### src/core/dcss_pkg.sv
/*
 * dcss_pkg: shared types and constants of the drive command source selector.
 * Assumes a single 100 MHz clock and a synchronous active-low reset in every user.
 */
package dcss_pkg;

  // source selection codes, in the order 0..3 that software writes
  typedef enum logic [1:0] {
    DCSS_SRC_TERMINAL,
    DCSS_SRC_SERIAL,
    DCSS_SRC_AND,
    DCSS_SRC_OR
  } dcss_src_t;

  // one set of command bits, as seen on the terminals or in the serial word
  typedef struct packed {
    logic dir;
    logic [1:0] setup;
    logic [1:0] preset;
  } dcss_bits_t;

  // the selected outputs
  typedef struct packed {
    logic ccw;
    logic [2:0] setup_num;
    logic [2:0] preset_num;
  } dcss_sel_t;

  localparam int DCSS_ADDR_W = 8;
  localparam int DCSS_DATA_W = 32;
  localparam int DCSS_SYNC_STAGES = 2;

  localparam logic [DCSS_ADDR_W-1:0] DCSS_DIR_SRC_OFS = 8'h00;
  localparam logic [DCSS_ADDR_W-1:0] DCSS_SETUP_SRC_OFS = 8'h04;
  localparam logic [DCSS_ADDR_W-1:0] DCSS_PRESET_SRC_OFS = 8'h08;
  localparam logic [DCSS_ADDR_W-1:0] DCSS_STATUS_OFS = 8'h0C;

  localparam int DCSS_SRC_LSB = 0;
  localparam int DCSS_ST_CCW_BIT = 0;
  localparam int DCSS_ST_SETUP_LSB = 4;
  localparam int DCSS_ST_PRESET_LSB = 8;
  localparam int DCSS_ST_TERM_LSB = 16;
  localparam int DCSS_ST_SER_LSB = 24;

  localparam dcss_src_t DCSS_DIR_SRC_RST = DCSS_SRC_TERMINAL;
  localparam dcss_src_t DCSS_SETUP_SRC_RST = DCSS_SRC_OR;
  localparam dcss_src_t DCSS_PRESET_SRC_RST = DCSS_SRC_OR;
  localparam logic [2:0] DCSS_NUM_RST = 3'h1;
  localparam logic [2:0] DCSS_NUM_MAX = 3'h4;

endpackage : dcss_pkg

### src/core/dcss_sync.sv
/*
 * dcss_sync: two-flop level synchroniser for a bundle of unrelated pin levels.
 * Assumes each bit is a slow level; bits are not guaranteed to cross together.
 */
`timescale 1ns/100ps
`default_nettype none
module dcss_sync #(
  parameter int W = 1
) (
  input wire logic clk, // system clock
  input wire logic rstn, // synchronous reset, active low
  input wire logic [W-1:0] async_in, // levels from outside the clock domain
  output logic [W-1:0] sync_out // levels after two flops
);
  logic [W-1:0] meta_q;
  logic [W-1:0] sync_q;

  if (W < 1) begin : g_bad_width
    $error("dcss_sync: W must be at least 1");
  end

  // the first stage feeds only the second stage
  always_ff @(posedge clk) begin
    if (!rstn) begin
      meta_q <= '0;
      sync_q <= '0;
    end else begin
      meta_q <= async_in;
      sync_q <= meta_q;
    end
  end

  assign sync_out = sync_q;
endmodule : dcss_sync
`default_nettype wire

### src/core/dcss_combine.sv
/*
 * dcss_combine: merges terminal and serial values under one source code.
 * Assumes both inputs are already in the clock domain; purely combinational.
 */
`timescale 1ns/100ps
`default_nettype none
module dcss_combine #(
  parameter int W = 1
) (
  input wire dcss_pkg::dcss_src_t mode, // source selection code
  input wire logic [W-1:0] term, // terminal value
  input wire logic [W-1:0] ser, // serial link value
  output logic [W-1:0] comb // combined value
);
  import dcss_pkg::*;

  if (W < 1) begin : g_bad_width
    $error("dcss_combine: W must be at least 1");
  end

  // all four codes are legal, so no default arm
  always_comb begin
    unique case (mode)
      DCSS_SRC_TERMINAL: comb = term;
      DCSS_SRC_SERIAL: comb = ser;
      DCSS_SRC_AND: comb = term & ser;
      DCSS_SRC_OR: comb = term | ser;
    endcase
  end
endmodule : dcss_combine
`default_nettype wire

### src/core/dcss_top.sv
/*
 * dcss_top: drive command source selector with its configuration registers.
 * Assumes terminal pins are asynchronous levels, serial control-word bits come
 * from logic on clk, and the register master follows the plain strobe protocol.
 */
// The placing of the registers and strobed register access are this design's own decisions.
`timescale 1ns/100ps
`default_nettype none
module dcss_top (
  input wire logic clk, // system clock, 100 MHz
  input wire logic rstn, // synchronous reset, active low
  input wire dcss_pkg::dcss_bits_t term_pins, // terminal levels, asynchronous
  input wire dcss_pkg::dcss_bits_t ser_bits, // serial control-word bits, on clk
  input wire logic [dcss_pkg::DCSS_ADDR_W-1:0] reg_addr, // register byte address
  input wire logic [dcss_pkg::DCSS_DATA_W-1:0] reg_wdata, // register write data
  input wire logic reg_we, // write strobe, one cycle
  input wire logic reg_re, // read strobe, one cycle
  output logic [dcss_pkg::DCSS_DATA_W-1:0] reg_rdata, // read data, cycle after strobe
  output dcss_pkg::dcss_sel_t sel_out // selected direction, setup, preset
);
  import dcss_pkg::*;

  dcss_src_t direction_source_cfg_q;
  dcss_src_t setup_source_cfg_q;
  dcss_src_t preset_source_cfg_q;
  dcss_bits_t term_s;
  logic comb_dir;
  logic [1:0] comb_setup;
  logic [1:0] comb_preset;
  dcss_sel_t sel_d;
  dcss_sel_t sel_q;
  logic [DCSS_DATA_W-1:0] rdata_d;
  logic [DCSS_DATA_W-1:0] rdata_q;

  // pins are slow levels; the two-flop delay is negligible against drive response
  dcss_sync #(
    .W($bits(dcss_bits_t))
  ) u_term_sync (
    .clk(clk),
    .rstn(rstn),
    .async_in(term_pins),
    .sync_out(term_s)
  );

  // configuration registers; writes to other offsets are dropped
  always_ff @(posedge clk) begin
    if (!rstn) begin
      direction_source_cfg_q <= DCSS_DIR_SRC_RST;
    end else if (reg_we && reg_addr == DCSS_DIR_SRC_OFS) begin
      direction_source_cfg_q <= dcss_src_t'(reg_wdata[DCSS_SRC_LSB +: 2]);
    end
  end

  always_ff @(posedge clk) begin
    if (!rstn) begin
      setup_source_cfg_q <= DCSS_SETUP_SRC_RST;
    end else if (reg_we && reg_addr == DCSS_SETUP_SRC_OFS) begin
      setup_source_cfg_q <= dcss_src_t'(reg_wdata[DCSS_SRC_LSB +: 2]);
    end
  end

  always_ff @(posedge clk) begin
    if (!rstn) begin
      preset_source_cfg_q <= DCSS_PRESET_SRC_RST;
    end else if (reg_we && reg_addr == DCSS_PRESET_SRC_OFS) begin
      preset_source_cfg_q <= dcss_src_t'(reg_wdata[DCSS_SRC_LSB +: 2]);
    end
  end

  // one combiner per function keeps the scheme identical across all of them
  dcss_combine #(
    .W(1)
  ) u_dir_comb (
    .mode(direction_source_cfg_q),
    .term(term_s.dir),
    .ser(ser_bits.dir),
    .comb(comb_dir)
  );

  dcss_combine #(
    .W(2)
  ) u_setup_comb (
    .mode(setup_source_cfg_q),
    .term(term_s.setup),
    .ser(ser_bits.setup),
    .comb(comb_setup)
  );

  dcss_combine #(
    .W(2)
  ) u_preset_comb (
    .mode(preset_source_cfg_q),
    .term(term_s.preset),
    .ser(ser_bits.preset),
    .comb(comb_preset)
  );

  // numbers run 1..4, so the plus one never overflows three bits
  always_comb begin
    sel_d.ccw = comb_dir;
    sel_d.setup_num = {1'b0, comb_setup} + 3'h1;
    sel_d.preset_num = {1'b0, comb_preset} + 3'h1;
  end

  always_ff @(posedge clk) begin
    if (!rstn) begin
      sel_q.ccw <= 1'b0;
      sel_q.setup_num <= DCSS_NUM_RST;
      sel_q.preset_num <= DCSS_NUM_RST;
    end else begin
      sel_q <= sel_d;
    end
  end

  assign sel_out = sel_q;

  // read mux; unmapped offsets read zero
  always_comb begin
    rdata_d = '0;
    if (reg_re) begin
      unique case (reg_addr)
        DCSS_DIR_SRC_OFS: rdata_d[DCSS_SRC_LSB +: 2] = direction_source_cfg_q;
        DCSS_SETUP_SRC_OFS: rdata_d[DCSS_SRC_LSB +: 2] = setup_source_cfg_q;
        DCSS_PRESET_SRC_OFS: rdata_d[DCSS_SRC_LSB +: 2] = preset_source_cfg_q;
        DCSS_STATUS_OFS: begin
          rdata_d[DCSS_ST_CCW_BIT] = sel_q.ccw;
          rdata_d[DCSS_ST_SETUP_LSB +: 3] = sel_q.setup_num;
          rdata_d[DCSS_ST_PRESET_LSB +: 3] = sel_q.preset_num;
          rdata_d[DCSS_ST_TERM_LSB +: 5] = term_s;
          rdata_d[DCSS_ST_SER_LSB +: 5] = ser_bits;
        end
        default: rdata_d = '0;
      endcase
    end
  end

  // data stand only in the cycle after the strobe, zero otherwise
  always_ff @(posedge clk) begin
    if (!rstn) begin
      rdata_q <= '0;
    end else begin
      rdata_q <= rdata_d;
    end
  end

  assign reg_rdata = rdata_q;

  // helper: cycles since reset release, saturating, so $past depths are valid
  logic [2:0] warm_q;
  always_ff @(posedge clk) begin
    if (!rstn) begin
      warm_q <= 3'h0;
    end else if (warm_q != 3'h4) begin
      warm_q <= warm_q + 3'h1;
    end
  end
endmodule : dcss_top
`default_nettype wire

### config.mk
export PLATFORM = sky130hd
export DESIGN_NAME = dcss_top
export DESIGN_NICKNAME = d
export VERILOG_FILES = /design/src/core/dcss_pkg.sv /design/src/core/dcss_sync.sv /design/src/core/dcss_combine.sv /design/src/core/dcss_top.sv
export SDC_FILE = /design/constraint.sdc
export NUM_CORES = 1
export LEC_CHECK = 0
export ABC_AREA = 0
export BUFFER_PORTS_ARGS = -buffer_cell sky130_fd_sc_hd__buf_2
export CORE_MARGIN = 3
export CORE_UTILIZATION = 46
export CTS_CLUSTER_DIAMETER = 60
export DETAILED_ROUTE_END_ITERATION = 7
export HOLD_SLACK_MARGIN = 0.1
export PLACE_DENSITY = 0.83
export REMOVE_ABC_BUFFERS = 1
export SYNTH_ARGS = -nofsm -noshare
export SYNTH_HDL_FRONTEND = slang
export SYNTH_SLANG_ARGS = --single-unit
export TNS_END_PERCENT = 30
### constraint.sdc
create_clock -name clk -period 1.85 [get_ports clk]
set_clock_uncertainty 0.1 [all_clocks]
set_input_delay 0.185 -clock clk [delete_from_list [all_inputs] [get_ports clk]]
set_output_delay 0.185 -clock clk [all_outputs]
set_load 0.02 [all_outputs]
=== Yosys cells after proc, flatten, opt, wreduce, memory -nomap -nowiden ===
Cells that the tools add are included.

* $add $sub $neg: 2
* Equality and inequality tests: 12
* Muxes and demuxes: 5
* Bitwise operators: 6
* Reduce and logical (&&, ||, !) cells: 9

{| class="wikitable"
|+ Operators with widths
! cell !! count
|-
| $eq A8 B4 Y1 const B || 2
|-
| $pmux W2 S4 || 2
|-
| $eq A2 B2 Y1 const B || 6
|-
| $eq A8 B3 Y1 const B || 1
|-
| $logic_not A8 Y1 || 1
|-
| $pmux W1 S4 || 2
|-
| $add A2 B1 Y3 const B || 2
|-
| $eq A2 B1 Y1 const B || 3
|-
| $logic_not A2 Y1 || 3
|-
| $and A2 B2 Y2 || 2
|-
| $or A2 B2 Y2 || 2
|-
| $logic_and A1 B1 Y1 || 3
|-
| $pmux W1 S3 || 1
|-
| $reduce_and A3 Y1 || 1
|-
| $reduce_and A2 Y1 || 1
|-
| $and A1 B1 Y1 || 1
|-
| $or A1 B1 Y1 || 1
|}

* Bits in registers: 55
* Bits of input ports: 54
* Logic and storage cells: 45

=== Depth between registers and ports, before layout ===
Gate-level depths: netlist (run 1).

* Word-level depth: 3
* Gate-level depth with buffers: 5
* Depth with buffers taken out: 5

=== Cells and area by module ===
From an unflattened synthesis (run 1), not the netlist that was laid out.

* Cell total of the unflattened synthesis: 141
* Area total of the unflattened synthesis: 1561.5 um2

{| class="wikitable"
|+ Modules (own cells, without submodules)
! module !! times used !! cells each !! area each (um2)
|-
| dcss_top || 1 || 106 || 1179.9
|-
| dcss_sync || 1 || 20 || 262.8
|-
| dcss_combine (u_preset_comb ...) || 2 || 6 || 47.5
|-
| dcss_combine (u_dir_comb) || 1 || 3 || 23.8
|}

=== Least setup slack after synthesis (run 1) ===
Ideal clock, no wire load.

* Kind: input -> register
* Start point: in rstn
* End point: reg rdata_q[25] (netlist: reg_rdata[25])
* Arrival time: 1.042 ns
* Path slack: 0.592 ns
* Stages on the path: 5
* Cells stage by stage: clkbuf_2 and4bb_2 and4_4 buf_6 and2_2

* Longest elaborated chain between the ends: 1

{| class="wikitable"
|+ RTL lines
! element !! line !! text
|-
| start, declared || dcss_top.sv:11 || <nowiki>input wire logic rstn,</nowiki>
|-
| $reduce_and A3 Y1 (no source line) || - ||
|-
| end signal, assigned || dcss_top.sv:142 || <nowiki>rdata_q <= rdata_d;</nowiki>
|-
| end, declared || dcss_top.sv:33 || <nowiki>logic [DCSS_DATA_W-1:0] rdata_q;</nowiki>
|}

No other way between the ends.
A chain may end at the register's enable or synchronous reset.

=== Worst setup path after layout (run 1) ===
* Start point: in reg_addr[4] in the netlist's numbering
* End point: reg rdata_q[1] (netlist: reg_rdata[1])

* Longest elaborated chain between the ends: 2
* Elaborated cells on any way between the ends: 4
* Those cells by class: eq/ne: 2; mux: 1; reduce/logical: 1

{| class="wikitable"
|+ RTL lines
! element !! line !! text
|-
| start, declared || dcss_top.sv:14 || <nowiki>input wire logic [dcss_pkg::DCSS_ADDR_W-1:0] reg_addr,</nowiki>
|-
| $eq A8 B4 Y1 (tied with other cells) || dcss_top.sv:121 || <nowiki>unique case (reg_addr)</nowiki>
|-
| $pmux W1 S3 (*) || dcss_top.sv:121 ||
|}

Every way passes the cells marked *; elsewhere a longest branch is shown, timed or not.

==> impl_metrics.ini, run 1 <==
[critical_path]
criticalPathCategory = primary input to flip-flop
cpMostUsedCell = dlygate4sd3_1
crit_path_top_delay_cell = dlygate4sd3_1
path_max_fanout = 5
end_kind = flip-flop
crit_path_start_kind = primary input
crit_chain = dlygate4sd3_1 > buf_2 > nor4_4 > dlygate4sd3_1 > and3_2
crit_required_ns = 2.05
critical_path.max_stage_delay_ns = 0.61
worstPathArrival_ns = 1.87

[clock_network]
h-tree-depth = 2
postCtsSetupBuffers = 0
clockRootBuffer = clkbuf_4
clkLatencyLatePin_ns = 0.35
cts.clk_slew.worst_paths_ns = 0.11
cts_buffer_depth = 2
cts_made_buffers = 5
cts_tree = built
numClockSinks = 41

[flow_run]
max_cap_violations = 0

[route]
route.detailed.drc = 0
totalWireLength_um = 2780
ant_nets = 0
vias = 1155
avgRoutedWirePerCell_um = 10.8
via_per_inst = 4.49
drt_iter0_markers = 26
dr.pass1.iters = 2

[timing]
min_period_over_period_pct = 90.0
rsz0062_at_grt = no
setup_violations = 0
clock.fmax_ghz = 0.600
timing_hold_violations_final = 0
slew_violations = 0
min_period_ns = 1.67
finalSetupTns_ns = 0

[die]
std_cell_rows = 20
die_h_um = 64.2
ios = 93
start_util_pct = 49.4
die_x_um = 64.2
core_mm2 = 0.00315
dieArea_mm2 = 0.00412

[synthesis]
synth_cell_type_count = 26
synth_top_cell_by_area = dfxtp_1
syn-cell-area_mm2 = 0.00156
ys_seq_elements = 41
yosys-top-cells-area = dfxtp_1 53%, and2_2 6.7%, buf_4 6.7%
synth_edf_count = 0
avgSynthCellArea_um2 = 10.7
synthCells = 146
synth_common_cells = 41 x dfxtp_1, 16 x and2_1, 14 x and2_2, 14 x buf_4, 8 x nor2b_1
async_flop_share_pct = 0
synth_ff_type = dfxtp_1
ys_seq_area_share_pct = 52.6
synth_top_cell_area_share_pct = 52.6
yosys_warnings = 0
synth_most_common_cell = dfxtp_1

[global_routing]
use_met3_pct = 4.39
grt_usage_pct = 14.6
use_met1_pct = 14.1
grt_busiest_layer = met2
overflow = 0
grt_max_degree = 28
grt_pass1_wl_um = 4600
antenna_found_initial = 0
first_global_vias = 1088
grt.met2_usage_pct = 27.0

[cells_and_area]
antenna_cells = 0
area_delta_synth_final_pct = 29.4
fill_cells = 275
final_nets = 268
fin_util_pct = 64.0
layout-drive-gt1-share_pct = 35.7

[placement]
gp_congestion = 0.764
port_buffers = 48
place_hpwl_um = 2020

[power_and_ir_drop]
ir_drop_uv = 396
power.density_mw_per_mm2 = 825
cellLeakagePower_nw = 1.00

[outcome]
status = complete, no violations

[worst_hold_path]
hold_class = primary input to flip-flop
==> final cells by class <==
class,instances,area [um^2],share of cell area [%]
Tap cell,44,55.1,2.73
Multi-Input combinational cell,98,651,32.3
Clock buffer,7,55.1,2.73
Sequential cell,41,821,40.7
Inverter,2,7.51,0.372
Clock inverter,1,30.0,1.49
Timing Repair Buffer,64,398,19.7
==> power by group <==
group / switching, mW / total [mW] / internal [mW]
combinational: 0.0882 / 0.163 / 0.0744
clock: 0.268 / 0.590 / 0.323
sequential: 0.00742 / 0.911 / 0.904
total: 0.363 / 1.66 / 1.30
==> per-layer routing <==
metal	share of wire, %	vias to the layer above
li1	-	585
met1	39	521
met2	51	44
met3	7.2	5
met4	2.4	0
met5	0	-
==> kinds of logic after synthesis <==
| logic type | share of synthesized area, % |
|---|---|
| AOI/OAI and AO/OA | 6.50 |
| buffers and inverters | 8.75 |
| muxes | 5.94 |
| DFF | 52.6 |
| other | 0.241 |
| and+or+nand+nor | 24.3 |
| adders and majority gates | 1.60 |
==> final timing paths <==
path,to,depth (start not counted),from,slack (ns)
setup / recovery,reg_rdata[1]$_SDFF_PN0_,5,reg_addr[4],0.18
hold / removal,setup_source_cfg_q[1]$_SDFFE_PN1P_,4,reg_addr[5],0.15
setup reg to reg,sel_out[1]$_SDFF_PN0_,5,preset_source_cfg_q[1]$_SDFFE_PN1P_,0.48
hold reg to reg,u_term_sync.sync_out[1]$_SDFF_PN0_,1,u_term_sync.meta_q[1]$_SDFF_PN0_,0.34
==> timing repair <==
action,CTS,global route
hold endpoints to repair,18,0
hold buffers,15,0
gates resized for setup,0,0
==> registers in the layout, indices dropped and copies added, names as in the netlist <==
name and flops:
reg_rdata 18, sel_out 7, setup_source_cfg_q 2, u_term_sync.sync_out 5, preset_source_cfg_q 2, direction_source_cfg_q 2
u_term_sync.meta_q 5
==> layout by cell type (no fill, tap or decap), drive strengths merged <==
master	count
nor2	5
dfxtp	41
a21oi	4
nor2b	8
a21boi	1
o2bb2ai	3
o21bai	2
conb	14
a21o	1
dlygate4sd3	15
nand4	3
nand2	7
clkbuf	7
o21ai	5
and3	2
and4bb	1
buf	49
bufinv	1
ha	2
inv	2
mux4	1
and2	30
mux2i	7
nor4	1
and4	1
==> metrics by stage <==
stage               cell area [um^2]  setup WS (ns)  std cells  hold WS (ns)  power (mW)
floorplan                       1480          0.614        141         0.147        1.01
global placement                1780          0.500        234         0.292        1.07
detailed placement              1780          0.464        234         0.296        1.07
CTS                             2020          0.217        257         0.136        1.68
global route                    2020          0.103        257         0.149        1.74
finish                          2020          0.184        257         0.148        1.66
==> critical path, delay by kind of cell <==
kind                   cells  cell delay [ns]
buffers and inverters      3             1.29
AND/OR/NAND/NOR            2             0.40
(Power assumes the default switching activity.)
==> inputs of run 2 (changes only) <==
Settings changed: CORE_ASPECT_RATIO from default to 1.75.
==> impl_metrics.ini, run 2 (synthesized netlist as in run 1, its figures left out) <==
[clock_network]
postCtsSetupBuffers = 0
cts_tree = built
cts-resized-gates = 0
cts_made_buffers = 5
cts_hold_buf = 12
clkLatencyLatePin_ns = 0.28
cts.clk_slew.worst_paths_ns = 0.07
clockRootBuffer = clkbuf_8
h-tree-depth = 2
cts_buffer_depth = 2
numClockSinks = 41

[placement]
gp_congestion = 0.752
dp_cells = 233
port_buffers = 48
dp_slack_ns = 0.464
place_hpwl_um = 2040

[critical_path]
crit_required_ns = 1.93
r2r-end = sel_out[4]$_SDFF_PN0_
ff2ff_setup_slack_ns = 0.51
end_kind = flip-flop
crit_path_top_delay_cell = dlygate4sd3_1
worstPathArrival_ns = 1.59
reg2reg_depth = 5
criticalPathCategory = primary input to flip-flop
r2r_start = setup_source_cfg_q[1]$_SDFFE_PN1P_
crit_path_start_kind = primary input
crit_chain = dlygate4sd3_1 > buf_2 > o21bai_1 > o2bb2ai_1 > ha_1 > and2_1
path_max_fanout = 3
critical_path.max_stage_delay_ns = 0.53

[die]
die_x_um = 50.0
start_util_pct = 48.6
std_cell_rows = 27
die_h_um = 83.0
dieArea_mm2 = 0.00415
core_mm2 = 0.00321
ios = 93

[route]
avgRoutedWirePerCell_um = 10.5
route.detailed.drc = 0
vias = 1140
dr.pass1.iters = 4
totalWireLength_um = 2660
via_per_inst = 4.51
drt_iter0_markers = 11
ant_nets = 0

[flow_run]
max_cap_violations = 0

[worst_hold_path]
whs_path_depth = 3
min_from = reg_addr[4]
min_to = reg_rdata[0]$_SDFF_PN0_
hold_class = primary input to flip-flop

[global_routing]
grt_usage_pct = 13.8
grt_pass1_wl_um = 4520
first_global_vias = 1107
overflow = 0
antenna_found_initial = 0
grt_max_degree = 28

[power_and_ir_drop]
power.density_mw_per_mm2 = 808
finalPower_mw = 1.60
cellLeakagePower_nw = 0.981
ir_drop_uv = 461

[cells_and_area]
layout-drive-gt1-share_pct = 35.2
mostFrequentLayoutCells = 48 x buf_2, 41 x dfxtp_1, 16 x and2_1
final_common_cell = buf_2
antenna_cells = 0
instances_no_fill = 253
area_delta_synth_final_pct = 27.0
final_nets = 265
largest_reg_flops = 18

[timing]
timing_hold_violations_final = 0
finalSetupTns_ns = 0
finalWorstSetupSlack_ns = 0.335
clock.fmax_ghz = 0.660
min_period_ns = 1.52
slew_violations = 0
rsz0062_at_grt = no
holdWs_ns = 0.159
min_period_over_period_pct = 81.9
setup_violations = 0

[outcome]
status = complete, no violations
-- run 2: changes by cell type in the layout (fill, tap and decap cells not counted) --
cell,previous run,this run
bufinv_16,1,0
clkbuf_1,1,3
clkbuf_4,5,0
clkbuf_8,1,5
dlygate4sd3_1,15,12
-- run 2: worst max path at each step --
stage / from / endpoint / slack, ns / cells past startpoint
2_1_floorplan: sel_out[6]$_SDFF_PN0_ / reg_rdata[0]$_SDFF_PN0_ / 0.61 / 2
3_3_place_gp: reg_addr[1] / reg_rdata[16]$_SDFF_PN0_ / 0.48 / 4
3_5_place_dp: reg_addr[1] / reg_rdata[25]$_SDFF_PN0_ / 0.46 / 4
4_1_cts: ser_bits[0] / sel_out[1]$_SDFF_PN0_ / 0.35 / 6
5_1_grt: ser_bits[0] / sel_out[1]$_SDFF_PN0_ / 0.28 / 6
6_report: ser_bits[0] / sel_out[1]$_SDFF_PN0_ / 0.33 / 6
-- run 2: final cells by class --
cell class | instances | area, um^2
clock buffer | 8 | 80.1
fill | 264 | 1230
inverter | 2 | 7.51
multi-input combinational | 98 | 651
sequential | 41 | 821
tap | 43 | 53.8
timing repair buffer | 61 | 368
-- run 2: critical path: cells and delay by family --
kind,cells,cell delay (ns)
buffers and inverters,2,0.66
AND/OR/NAND/NOR,1,0.15
adder cells (fa/ha/maj),1,0.29
AO/OA/AOI/OAI,2,0.30
-- run 2: through the flow --
| step | area [um^2] | util, % |
|---|---|---|
| floorplan | 1480 | - |
| global placement | 1780 | 55.5 |
| detailed placement | 1780 | 55.5 |
| CTS | 1980 | 61.7 |
| global route | 1980 | 61.7 |
| finish | 1980 | 61.7 |
-- run 2: power by group --
part           internal (mW)  switching (mW)  total [mW]
logic                 0.0710          0.0868       0.158
clock network          0.267           0.262       0.530
registers              0.904         0.00846       0.912
-- run 2: per-layer routing --
metal  up-vias  global-route usage, %  part of all wire, %
li1        577                      -                    -
met4         0                   6.80                  2.4
met2        54                   26.3                   52
met1       503                   12.7                   37
met5         -                      0                    0
met3         6                   3.59                  8.5
==> inputs of run 3 (changes only) <==
Settings changed: CORE_UTILIZATION 46 to 42, PLACE_DENSITY 0.83 to 0.77.
Clock period 1.85 ns to 1.5 ns, I/O delays scaled along.
==> impl_metrics.ini, run 3 (synthesized netlist as in run 1, its figures left out) <==
[timing]
finalSetupTns_ns = 0
min_period_over_period_pct = 99.0
slew_violations = 0
rsz0062_at_grt = no
setup_violations = 0
timing_hold_violations_final = 0
min_period_ns = 1.49
clock.fmax_ghz = 0.673

[cells_and_area]
final_area_mm2 = 0.00202
antenna_cells = 0
area_delta_synth_final_pct = 29.9
layout-drive-gt1-share_pct = 37.1
final_nets = 265
largest_reg_flops = 18
final_common_cell = buf_2
mostFrequentLayoutCells = 48 x buf_2, 41 x dfxtp_1, 16 x and2_1
fill_cells = 327

[route]
route.detailed.drc = 0
avgRoutedWirePerCell_um = 11.8
totalWireLength_um = 3020
vias = 1168
via_per_inst = 4.58
dr.pass1.iters = 4
drt_iter0_markers = 18
ant_nets = 0

[critical_path]
crit_path_start_kind = primary input
ff2ff_setup_slack_ns = 0.07
worstPathArrival_ns = 1.58
criticalPathCategory = primary input to flip-flop
crit_required_ns = 1.59
reg2reg_depth = 5
cp-endpoint = sel_out[1]$_SDFF_PN0_
end_kind = flip-flop
crit_start = ser_bits[1]
r2r_start = preset_source_cfg_q[1]$_SDFFE_PN1P_
r2r-end = sel_out[1]$_SDFF_PN0_
path_max_fanout = 3

[clock_network]
clockRootBuffer = clkbuf_8
numClockSinks = 41
cts_buffer_depth = 2
cts_made_buffers = 5
cts_tree = built
h-tree-depth = 2
cts.clk_slew.worst_paths_ns = 0.08
clkLatencyLatePin_ns = 0.29
postCtsSetupBuffers = 0

[flow_run]
max_cap_violations = 0

[outcome]
status = complete, no violations

[placement]
port_buffers = 48
placed_cell_area_mm2 = 0.00178
gp_congestion = 0.743
place_hpwl_um = 2160

[global_routing]
grt_usage_pct = 14.8
grt_max_degree = 28
first_global_vias = 1118
antenna_found_initial = 0
overflow = 0
grt_pass1_wl_um = 4740

[die]
start_util_pct = 44.9
dieArea_mm2 = 0.00451
std_cell_rows = 28
ios = 93
core_mm2 = 0.00347
die_h_um = 86.6
die_x_um = 52.1

[power_and_ir_drop]
power.density_mw_per_mm2 = 1090
cellLeakagePower_nw = 0.998
ir_drop_uv = 591

[worst_hold_path]
hold_class = primary input to flip-flop
whs_path_depth = 3
-- run 3: changes by cell type in the layout (fill, tap and decap cells not counted), sizes merged --
cell | before | now
bufinv | 0 | 1
clkbuf | 8 | 5
clkinv | 0 | 1
clkinvlp | 0 | 1
-- run 3: worst min-delay path by stage --
| stage | start | to | slack, ns |
|---|---|---|---|
| finish | reg_addr[4] | reg_rdata[0]$_SDFF_PN0_ | 0.11 |
| global route | reg_addr[5] | reg_rdata[1]$_SDFF_PN0_ | 0.12 |
| global placement | term_pins[4] | u_term_sync.meta_q[4]$_SDFF_PN0_ | 0.26 |
| floorplan | rstn | sel_out[0]$_SDFF_PN1_ | 0.11 |
| CTS | reg_addr[4] | reg_rdata[0]$_SDFF_PN0_ | 0.11 |
| detailed placement | term_pins[3] | u_term_sync.meta_q[3]$_SDFF_PN0_ | 0.26 |
-- run 3: per-stage QoR --
| stage | util [%] | power, mW | instances | setup slack, ns | hold slack, ns |
|---|---|---|---|---|---|
| finish | 58.4 | 2.20 | 255 | 0.0144 | 0.115 |
| global route | 58.4 | 2.29 | 255 | 0.00237 | 0.119 |
| CTS | 58.2 | 2.23 | 255 | 0.00217 | 0.113 |
| detailed placement | 51.4 | 1.32 | 235 | 0.125 | 0.260 |
| global placement | 51.4 | 1.32 | 235 | 0.157 | 0.256 |
| floorplan | - | 1.25 | 141 | 0.264 | 0.112 |
-- run 3: power by group --
part	total, mW	leakage [nW]	internal (mW)	switching, mW
sequential	1.12	0.334	1.11	0.0104
combinational	0.199	0.610	0.0886	0.110
clock	0.879	0.0543	0.498	0.382
total	2.20	0.998	1.70	0.502
-- run 3: worst max-delay path, cell delays in order --
cell	delay, ns
dlygate4sd3_1	0.53
buf_2	0.14
o21ai_0	0.20
o21ai_1	0.13
ha_1	0.28
and2_1	0.15
-- run 3: timing repair --
action | CTS | global route
setup endpoints to repair | 0 | 2
hold buffers | 12 | 0
gates resized for setup | 0 | 3
hold endpoints to repair | 16 | 0
-- run 3: area by class of cell --
class,count,area [um^2],share of cell area (%)
Clock buffer,5,68.8,3.40
Clock inverter,3,46.3,2.29
Inverter,2,7.51,0.371
Multi-Input combinational cell,98,657,32.4
Sequential cell,41,821,40.5
Tap cell,45,56.3,2.78
Timing Repair Buffer,61,368,18.2
-- run 3: per-layer routing --
| layer | global-route usage [%] | share of wire (%) | vias up |
|---|---|---|---|
| li1 | - | - | 573 |
| met1 | 12.2 | 32 | 527 |
| met2 | 27.0 | 55 | 56 |
| met3 | 4.30 | 8.2 | 12 |
| met4 | 12.4 | 5.5 | 0 |
| met5 | 0 | 0 | - |
